**src/rtl/orx_params.svh**
```systemverilog
// Constants for the OR, return and rotate execution block
`ifndef ORX_PARAMS_SVH
`define ORX_PARAMS_SVH
`define ORX_DATA_W 8
`define ORX_ADDR_W 4
`define ORX_PC_W 11
`define ORX_STACK_DEPTH 8
`define ORX_SP_W 3
`define ORX_CYC_ALU 1
`define ORX_CYC_EXIT 2
`define ORX_WORK_RST 8'h00
`define ORX_FLAG_Z 0
`define ORX_FLAG_C 1
`endif

```
**src/rtl/orx_pkg.sv**
```systemverilog
// Types for the OR, return and rotate execution block
package orx_pkg;
    typedef enum logic [2:0]
    {
        ORX_OP_NONE = 3'b000,
        ORX_OP_ORI = 3'b001,
        ORX_OP_ORW = 3'b010,
        ORX_OP_OR_INTO = 3'b011,
        ORX_OP_SUB_EXIT = 3'b100,
        ORX_OP_LIT_EXIT = 3'b101,
        ORX_OP_IRQ_EXIT = 3'b110,
        ORX_OP_ROT_LEFT = 3'b111
    } orx_op_t;

    typedef struct packed
    {
        orx_op_t op;
        logic [3:0] addr;
        logic [7:0] literal;
    } orx_instr_t;

    typedef struct packed
    {
        logic [10:0] pc;
        logic is_irq;
    } orx_call_t;

    typedef enum logic [0:0]
    {
        ORX_ST_EXEC = 1'b0,
        ORX_ST_EXIT2 = 1'b1
    } orx_state_t;
endpackage

```
**src/rtl/orx_exec.sv**
```systemverilog
// Execution core for OR, subroutine/interrupt return and rotate-left-through-carry
// What this block does
// - OR literal with working register into working register, one cycle, zero flag only.
// - OR data register with working register into working register, one cycle, zero flag only.
// - OR data register with working register back into data register, one cycle, zero flag.
// - Subroutine exit takes two cycles, flags kept, resumes after the call.
// - Exit with literal takes two cycles, loads literal into working register, flags kept.
// - Rotate register left through carry flag into working register, one cycle.
`timescale 1ns/1ps
`include "orx_params.svh"
module orx_exec
    import orx_pkg::*;
(
    // Clock and reset
    input wire logic clk_sys,
    input wire logic sys_rst,
    // Instruction issue
    input wire logic instr_valid,
    input wire orx_instr_t instr,
    // Call entry from the rest of the core
    input wire logic call_push,
    input wire orx_call_t call_frame,
    // Results
    output logic instr_ready,
    output logic [7:0] working_register,
    output logic result_null_flag,
    output logic rotate_bit_flag,
    output logic [10:0] pc_out,
    output logic pc_load,
    output logic irq_return,
    output logic [7:0] data_reg_view [16]
);
    logic [7:0] data_reg [16];
    logic [7:0] work_reg, work_next;
    logic z_reg, z_next, c_reg, c_next;
    orx_call_t stack_reg [`ORX_STACK_DEPTH];
    logic [`ORX_SP_W-1:0] sp_reg;
    orx_state_t state_reg;
    logic [7:0] lit_reg;
    orx_op_t op_reg;
    logic pc_load_reg, irq_exit_reg, ready_reg;
    logic [10:0] pc_reg;

    // Operation class decoders
    function automatic logic is_or_op(input orx_op_t op);
        return op == ORX_OP_ORI || op == ORX_OP_ORW || op == ORX_OP_OR_INTO;
    endfunction

    function automatic logic is_exit_op(input orx_op_t op);
        return op == ORX_OP_SUB_EXIT || op == ORX_OP_LIT_EXIT || op == ORX_OP_IRQ_EXIT;
    endfunction

    wire take = instr_valid && state_reg == ORX_ST_EXEC;
    wire [7:0] reg_val = data_reg[instr.addr];
    wire [7:0] or_src = (instr.op == ORX_OP_ORI) ? instr.literal : reg_val;
    wire [7:0] or_res = work_reg | or_src;
    wire [7:0] rot_res = {reg_val[6:0], c_reg};
    wire is_or = is_or_op(instr.op);
    wire is_exit = is_exit_op(instr.op);
    wire lit_load = state_reg == ORX_ST_EXIT2 && op_reg == ORX_OP_LIT_EXIT;
    wire [`ORX_SP_W-1:0] sp_top = sp_reg - 3'h1;

    always_comb
    begin
        work_next = work_reg;
        z_next = z_reg;
        c_next = c_reg;
        if (take && is_or)
        begin
            z_next = (or_res == 8'h00);
            if (instr.op != ORX_OP_OR_INTO)
                work_next = or_res;
        end
        if (take && instr.op == ORX_OP_ROT_LEFT)
        begin
            work_next = rot_res;
            c_next = reg_val[7];
        end
        if (lit_load)
            work_next = lit_reg;
    end

    always_ff @(posedge clk_sys)
    begin
        if (sys_rst)
        begin
            work_reg <= `ORX_WORK_RST;
            z_reg <= 1'b0;
            c_reg <= 1'b0;
        end
        else
        begin
            work_reg <= work_next;
            z_reg <= z_next;
            c_reg <= c_next;
        end
    end

    genvar gi;
    generate
        for (gi = 0; gi < 16; gi++)
        begin : g_dreg
            always_ff @(posedge clk_sys)
            begin
                if (sys_rst)
                    data_reg[gi] <= 8'h00;
                else if (take && instr.op == ORX_OP_OR_INTO && instr.addr == 4'(gi))
                    data_reg[gi] <= or_res;
            end
            assign data_reg_view[gi] = data_reg[gi];
        end
    endgenerate

    always_ff @(posedge clk_sys)
    begin
        if (sys_rst)
        begin
            state_reg <= ORX_ST_EXEC;
            sp_reg <= 3'h0;
            op_reg <= ORX_OP_NONE;
            lit_reg <= 8'h00;
            pc_reg <= 11'h000;
            pc_load_reg <= 1'b0;
            irq_exit_reg <= 1'b0;
            ready_reg <= 1'b1;
        end
        else
        begin
            pc_load_reg <= 1'b0;
            irq_exit_reg <= 1'b0;
            unique case (state_reg)
                ORX_ST_EXIT2:
                begin
                    state_reg <= ORX_ST_EXEC;
                    ready_reg <= 1'b1;
                    pc_load_reg <= 1'b1;
                    irq_exit_reg <= op_reg == ORX_OP_IRQ_EXIT;
                end
                ORX_ST_EXEC:
                begin
                    if (take && is_exit)
                    begin
                        state_reg <= ORX_ST_EXIT2;
                        ready_reg <= 1'b0;
                        op_reg <= instr.op;
                        lit_reg <= instr.literal;
                        pc_reg <= stack_reg[sp_top].pc;
                        sp_reg <= sp_top;
                    end
                    else if (call_push)
                    begin
                        stack_reg[sp_reg] <= call_frame;
                        sp_reg <= sp_reg + 3'h1;
                    end
                end
            endcase
        end
    end

    assign working_register = work_reg;
    assign result_null_flag = z_reg;
    assign rotate_bit_flag = c_reg;
    assign pc_out = pc_reg;
    assign pc_load = pc_load_reg;
    assign irq_return = irq_exit_reg;
    assign instr_ready = ready_reg;

    property p_or_flag;
        @(posedge clk_sys) disable iff (sys_rst)
        take && is_or |=> result_null_flag == ($past(or_res) == 8'h00);
    endproperty
    a_or_flag: assert property (p_or_flag) else $error("OR zero flag wrong");

    property p_or_work;
        @(posedge clk_sys) disable iff (sys_rst)
        take && (instr.op == ORX_OP_ORW || instr.op == ORX_OP_ORI) |=> working_register == $past(or_res);
    endproperty
    a_or_work: assert property (p_or_work) else $error("OR result not in working register");

    property p_or_into_keep;
        @(posedge clk_sys) disable iff (sys_rst)
        take && instr.op == ORX_OP_OR_INTO |=> working_register == $past(work_reg);
    endproperty
    a_or_into_keep: assert property (p_or_into_keep) else $error("OR into register changed working register");

    property p_or_into_reg;
        @(posedge clk_sys) disable iff (sys_rst)
        take && instr.op == ORX_OP_OR_INTO |=> data_reg_view[$past(instr.addr)] == $past(or_res);
    endproperty
    a_or_into_reg: assert property (p_or_into_reg) else $error("OR result not in data register");

    property p_exit_two;
        @(posedge clk_sys) disable iff (sys_rst)
        take && is_exit |=> !instr_ready ##1 (instr_ready && pc_load);
    endproperty
    a_exit_two: assert property (p_exit_two) else $error("Return not two cycles");

    property p_lit_exit_work;
        @(posedge clk_sys) disable iff (sys_rst)
        take && instr.op == ORX_OP_LIT_EXIT |=> ##1 working_register == $past(instr.literal, 2);
    endproperty
    a_lit_exit_work: assert property (p_lit_exit_work) else $error("Return literal not loaded");

    property p_exit_flags;
        @(posedge clk_sys) disable iff (sys_rst)
        take && is_exit |=> $stable(result_null_flag) && $stable(rotate_bit_flag);
    endproperty
    a_exit_flags: assert property (p_exit_flags) else $error("Return changed flags");

    property p_rot;
        @(posedge clk_sys) disable iff (sys_rst)
        take && instr.op == ORX_OP_ROT_LEFT |=> working_register == $past(rot_res) && rotate_bit_flag == $past(reg_val[7]);
    endproperty
    a_rot: assert property (p_rot) else $error("Rotate result wrong");

    property p_irq_exit;
        @(posedge clk_sys) disable iff (sys_rst)
        take && instr.op == ORX_OP_IRQ_EXIT |=> ##1 irq_return && pc_out == $past(stack_reg[sp_top].pc, 2);
    endproperty
    a_irq_exit: assert property (p_irq_exit) else $error("Interrupt return pc wrong");

    // Main scenarios
    c_or_into: cover property (@(posedge clk_sys) take && instr.op == ORX_OP_OR_INTO);
    c_lit_exit: cover property (@(posedge clk_sys) take && instr.op == ORX_OP_LIT_EXIT);
    c_irq_exit: cover property (@(posedge clk_sys) irq_return);
    c_rot: cover property (@(posedge clk_sys) take && instr.op == ORX_OP_ROT_LEFT && c_reg);
endmodule

```
**config.mk**
```make
export PLATFORM = sky130hd
export DESIGN_NAME = orx_exec
export DESIGN_NICKNAME = d
export VERILOG_FILES = /design/src/rtl/orx_pkg.sv /design/src/rtl/orx_exec.sv
export VERILOG_INCLUDE_DIRS = /design/src /design/src/rtl
export SDC_FILE = /design/constraint.sdc
export NUM_CORES = 1
export LEC_CHECK = 0
export BUFFER_PORTS_ARGS = -buffer_cell sky130_fd_sc_hd__buf_2
export CORE_MARGIN = 4
export CORE_UTILIZATION = 51
export CTS_CLUSTER_SIZE = 40
export DETAILED_ROUTE_END_ITERATION = 10
export HOLD_SLACK_MARGIN = 0.05
export PLACE_DENSITY = 0.83
export SYNTH_ARGS = -nofsm -noshare
export SYNTH_HDL_FRONTEND = slang
export SYNTH_SLANG_ARGS = --single-unit
```
**constraint.sdc**
```tcl
create_clock -name clk_sys -period 3.1 [get_ports clk_sys]
set_input_delay 0.93 -clock clk_sys [delete_from_list [all_inputs] [get_ports clk_sys]]
set_output_delay 0.93 -clock clk_sys [all_outputs]
set_load 0.005 [all_outputs]
```
== After elaboration in Yosys (flattened, before gate mapping) ==
Memories as Yosys holds them, arrays and structs flattened. A register that Yosys moved wholly into a read port is not among the register bits.
Index checks and enable logic that the tools add are counted.

* Reductions and logical operators: 35
* Multiplexer cells: 83
* Equality and inequality tests: 26
* Bitwise gates (word level): 18
* Add/sub/neg operators: 2

{| class="wikitable"
|+ Operators with widths
! operator !! count
|-
| 8-bit two-way mux || 21
|-
| 1-bit two-way mux || 58
|-
| 4-bit == test, second input constant || 8
|-
| 1-bit logical AND || 22
|-
| 3-bit == test, second input constant || 6
|-
| 4-bit by 3-bit == test with 1-bit output, second input constant || 4
|-
| 1-bit bitwise OR || 16
|-
| 4-bit by 2-bit == test with 1-bit output, second input constant || 2
|-
| 8-bit zero test || 1
|-
| 8-bit bitwise OR || 1
|-
| 3-bit by 2-bit == test with 1-bit output, second input constant || 2
|-
| 3-bit two-way mux || 2
|-
| 2-bit AND reduction || 3
|-
| 3-bit nonzero test || 2
|-
| 4-bit by 1-bit == test with 1-bit output, second input constant || 1
|-
| 4-bit zero test || 1
|-
| 1-bit logical OR || 4
|-
| 1-bit one-hot mux with 2 select lines || 2
|-
| 3-bit by 1-bit adder with 3-bit output, second input constant || 1
|-
| 3-bit by 1-bit == test with 1-bit output, second input constant || 1
|-
| 3-bit by 2-bit != test with 1-bit output, second input constant || 1
|-
| 3-bit by 1-bit subtractor with 3-bit output, second input constant || 1
|-
| 2-bit by 1-bit != test with 1-bit output, second input constant || 1
|-
| 2-bit nonzero test || 1
|-
| other kinds (2) || 2
|}

* Word-level logic and storage cells: 176
* Memories kept: 2
* Bits in writable memories: 224
* Output and inout port bits: 152
* Register bits: 28
* Bits of input ports: 31

{| class="wikitable"
|+ Memories
! name !! words !! width !! read ports !! clocked after memory_dff !! write ports !! line !! RTL
|-
| data_reg || 16 || 8 || 17 || 0 || 16 || orx_exec.sv:33 || <nowiki>logic [7:0] data_reg [16];</nowiki>
|-
| stack_reg || 8 || 12 || 1 || 1 || 1 || orx_exec.sv:36 || <nowiki>orx_call_t stack_reg [`ORX_STACK_DEPTH];</nowiki>
|}

== Longest topological paths before layout ==
* Depth after elaboration: 8
* Depth in mapped cells: 10
* Gate-level depth less buffers: 6

== Worst setup path after synthesis ==
OpenSTA, ideal clock, no wires.

* Path kind: input port to flip-flop
* Start point: input port instr[11] in the netlist's numbering
* End point: memory data_reg[12][7] (data pin)
* Buffers on the path: 4
* Data required time: 2.841 ns
* Arrival time: 2.657 ns
* Path slack: 0.183 ns
* Cell stages on the path: 8
* Library setup time: 0.259 ns
* Cells stage by stage: buf_6 -> buf_6 -> buf_4 -> mux4_2 -> mux4_2 -> a21oi_2 -> buf_4 -> nor2_1

{| class="wikitable"
|+ RTL lines
! element !! line !! RTL
|-
| start, declared || orx_exec.sv:19 || <nowiki>input wire orx_instr_t instr,</nowiki>
|-
| end, declared || orx_exec.sv:33 ||
|}

==> metrics list <==
- STA classifies the critical path endpoint as a flop.
- Synthesis instantiated 58 different standard cells from the library.
* Final wirelength: 30.3 mm
* DRC Markers: 0
- After synthesis, the share of flip-flops with an asynchronous set or reset is 0%.
* Largest net degree at the start of global routing: 36
* Sequential-to-total area share from yosys stat: 66.5%
* HP Class: reg -> reg
- Final hold violation count: 0
- Setup repair after global routing left no endpoint under its margin.
* Number of failing setup endpoints in the final timing report: 0
- Clock-pin slew was measured on the worst setup and hold paths at about 60 ps.
* Total of warnings raised by yosys: 0
- The most numerous cell type found on the critical path is sky130_fd_sc_hd__nor2_1.
- Once layout is done, the placed cells without fillers occupy 0.0134 mm^2.
- Adding up every negative setup slack in the final design gives 0 ps.
- Least-Margin Pin Slew: 596 ps
- Reg2Reg Launch Point: data_reg[15][4]$_SDFFCE_PN0P_
- Antenna violations before repair: 4
- Measured on the finished design, the core utilization comes to 63.7%.
- Clock tree skew after final layout: 20.4 ps
* Chain of cells forming the critical path: buf_2, mux4_2, mux2i_1, nor2_1, a211oi_1, a21boi_2, buf_12, nor2_1
- TritonCTS built the clock tree.
* Switching power of the nets: between 1.5 and 2 mW
- Overall power of the completed layout: 8.06 mW
- Largest driver fanout on the critical path: 16
* Number of buffers added to fix hold violations after cts: 0
* Total Nets Final: 1015
* Number of nets in the synthesized netlist: ~790
- Start point of the worst hold path: lit_reg[2]$_SDFFE_PP0P_
* Fill cell count: 1440
* Worst VDD drop: roughly 0.61 mV
* Area of combinational cells with multiple inputs: around 0.0034 mm^2
* Delay of the slowest cell on the worst path: roughly 550 ps
- Number of synthesized register bits: 255
- Total clock sinks: ~260
- The total overflow left after global routing is 0.
- Achievable frequency: approximately 350 MHz
- The synthesized design spends more area on one cell type than any other, namely sky130_fd_sc_hd__edfxtp_1.
- Vertical extent of the die: 154 um
- At the placement stage, the worst setup path has a slack of -145 ps.
- Sequential Power Share: 48.4%
* Ratio of cells with drive above 1 in the final layout: around 37%
- Setup slack on the critical path of the routed design comes to 279 ps.
- The share of total power dissipated in combinational logic is 13.3%.
* Routed Antenna Nets: 0
- Outcome: complete, no violations
- The number of global-route vias before repair is 7749.
* CTS H-Tree Depth: 1
* Flip-flop count of the largest register after layout: 128
* Area added between synthesis and finish: 22.5%
- Dividing the synthesized area by the synthesized cell count gives ~14 um^2.
- DIE AREA: approximately 0.024 mm^2
- Critical Path Source Type: input pin
* Core region area: ~0.021 mm^2
- Switching Fraction: between 20% and 30%
* Effective utilization at floorplan: 52.0%
- Max-cap violations: 0
* Routed WL per cell: 23.7 um
- The analysis attributes to cell leakage a power of 5.18 nW.
- Post-detailed-placement half-perimeter wirelength: about 22 mm
- At the worst endpoint, the arrival time is 3060 ps.
- Resize count post-CTS: 0
- CP max-delay cell: sky130_fd_sc_hd__mux4_2
- Drt pass-1 iters: 6
- Floorplan die width: 154 um
* Tcrit/Tclk final: about nine tenths
- In the final layout, flip-flops and latches occupy 0.00727 mm^2.
- Kind of cell adding the most delay to the critical path: multiplexers
* Final standard cell count with taps included and fillers excluded: 1276
- The root buffer cell chosen for the clock tree is sky130_fd_sc_hd__clkbuf_16.
* Worst slack on hold paths: 463 ps
- After layout, the minimum clock period comes to about 2800 ps.
- In this run the biggest area consumer among cell types represents 59.3% of the synthesized area.
* First-pass GRT wire length: 45.5 mm
- Power share of the clock group: 38.3%
* Origin of the worst setup path: instr[8]
- In the synthesized netlist the dominant register cell turns out to be sky130_fd_sc_hd__edfxtp_1.
* Worst rel slew slack: 60.1%
- STA puts the critical path data required time at ~3300 ps.
* FP Rows: 53
- Largest cells by area after synthesis: sky130_fd_sc_hd__edfxtp_1 (59%), sky130_fd_sc_hd__mux4_2 (11%), sky130_fd_sc_hd__dfxtp_1 (7.1%), sky130_fd_sc_hd__nor2_1 (6.0%), sky130_fd_sc_hd__mux2i_1 (2.7%)
- After detailed routing, the number of vias per cell comes to 6.00.
* Most numerous cell types in the synthesized netlist: sky130_fd_sc_hd__edfxtp_1 (216), sky130_fd_sc_hd__nor2_1 (175), sky130_fd_sc_hd__mux4_2 (53), sky130_fd_sc_hd__nand2_1 (51), sky130_fd_sc_hd__dfxtp_1 (39)
- During placement, the flow inserted port buffers numbering 181.
- Post-CTS timing repair inserted 0 buffers for setup.
- Final GP Congestion: 0.888
- Worst setup path category: in -> reg
* Count of flip-flops with a built-in enable after synthesis: 216
- Global routing used 24.8% of the available tracks.
- Number of violations reported at the end of detailed-routing iteration 0: 747
- Across all layers, the routed design uses 7652 vias.
- Counting the buffers created by CTS gives 25.
- Together, buffers and inverters on the worst path number 2.
- Placed Cells: roughly 1200
- The final max-slew violation count is 0.
* Insertion delay to the later sink of the worst-skew pair: 510 ps
- Dividing total power by cell area gives a power density of 602 mW/mm^2.
- Total standard cell area after synthesis: 0.0109 mm^2
- Most common cell in the synthesized netlist: sky130_fd_sc_hd__edfxtp_1
* Instance area at placement: 0.0125 mm^2
- Top-level port count: ~180
* Internal power: 6.14 mW
- Clk buf depth: 3
- Post-synthesis instance total: 754
==> worst register-to-register path, stage by stage (launching register included) <==
cell and delay (ps):
sky130_fd_sc_hd__edfxtp_1 450, sky130_fd_sc_hd__mux4_2 510, sky130_fd_sc_hd__mux2i_1 320, sky130_fd_sc_hd__nor2_1 70, sky130_fd_sc_hd__a211oi_1 340, sky130_fd_sc_hd__a21boi_2 310, sky130_fd_sc_hd__buf_12 180, sky130_fd_sc_hd__nor2_1 70
==> worst paths after layout <==
path | end | slack [ps] | depth (start not counted)
worst max-delay path | data_reg[10][4]$_SDFFCE_PN0P_ | 280 | 8
worst min-delay path | lit_reg[2]$_SDFFE_PP0P_ | 460 | 2
worst max register to register | data_reg[10][4]$_SDFFCE_PN0P_ | 570 | 7
worst min register to register | lit_reg[2]$_SDFFE_PP0P_ | 460 | 2
==> kinds of logic (layout without fill, tap and decap cells) <==
group / count (synthesis) / count (layout) / synth area share, %
compound gates: 87 / 87 / 6.11
xor+xnor: 4 / 4 / 0.321
fa+ha+maj: 2 / 2 / 0.229
buf+inv: 51 / 297 / 2.35
flops: 255 / 255 / 66.5
mux: 92 / 92 / 14.6
other cells: 0 / 1 / 0
simple gates: 263 / 263 / 9.91
==> power by group through the flow <==
stage	clock, mW	sequential [mW]	combinational (mW)
after floorplan	0	3.95	0.609
after global placement	0	3.96	1.03
after detailed placement	0	3.97	1.06
after CTS	3.12	3.90	1.07
final	3.09	3.90	1.07
after global routing	3.27	3.91	1.14
==> routing by layer <==
metal,global-route usage [%],part of all wire (%)
met1,29.9,34
met2,43.0,50
met3,5.20,10
met4,11.4,5.4
met5,0,0.14
==> cell usage in the layout (no fill, tap or decap), types with 5 or more instances in the layout <==
cell type	n
sky130_fd_sc_hd__clkbuf_16	25
sky130_fd_sc_hd__mux4_2	53
sky130_fd_sc_hd__buf_12	9
sky130_fd_sc_hd__mux2_2	10
sky130_fd_sc_hd__a21o_1	7
sky130_fd_sc_hd__buf_2	181
sky130_fd_sc_hd__o21ai_0	7
sky130_fd_sc_hd__edfxtp_1	216
sky130_fd_sc_hd__a21oi_1	17
sky130_fd_sc_hd__a31o_2	6
sky130_fd_sc_hd__a22oi_1	8
sky130_fd_sc_hd__buf_4	55
sky130_fd_sc_hd__nor2_1	175
sky130_fd_sc_hd__inv_1	5
sky130_fd_sc_hd__dfxtp_1	39
sky130_fd_sc_hd__nand2_1	51
sky130_fd_sc_hd__mux2i_1	29
sky130_fd_sc_hd__nand3_1	5
sky130_fd_sc_hd__o21bai_1	6
sky130_fd_sc_hd__nor3_1	11
sky130_fd_sc_hd__a211oi_1	12
==> final cells by class <==
type / instances / area share [%]
diodes: 1 / 0.0187
inverters: 7 / 0.196
multi-input cells: 448 / 25.5
flip-flops and latches: 255 / 54.3
well taps: 275 / 2.57
clock buffers: 30 / 4.89
repair buffers: 245 / 11.2
clock inverters: 15 / 1.40
Power figures use the tool's default switching activity.
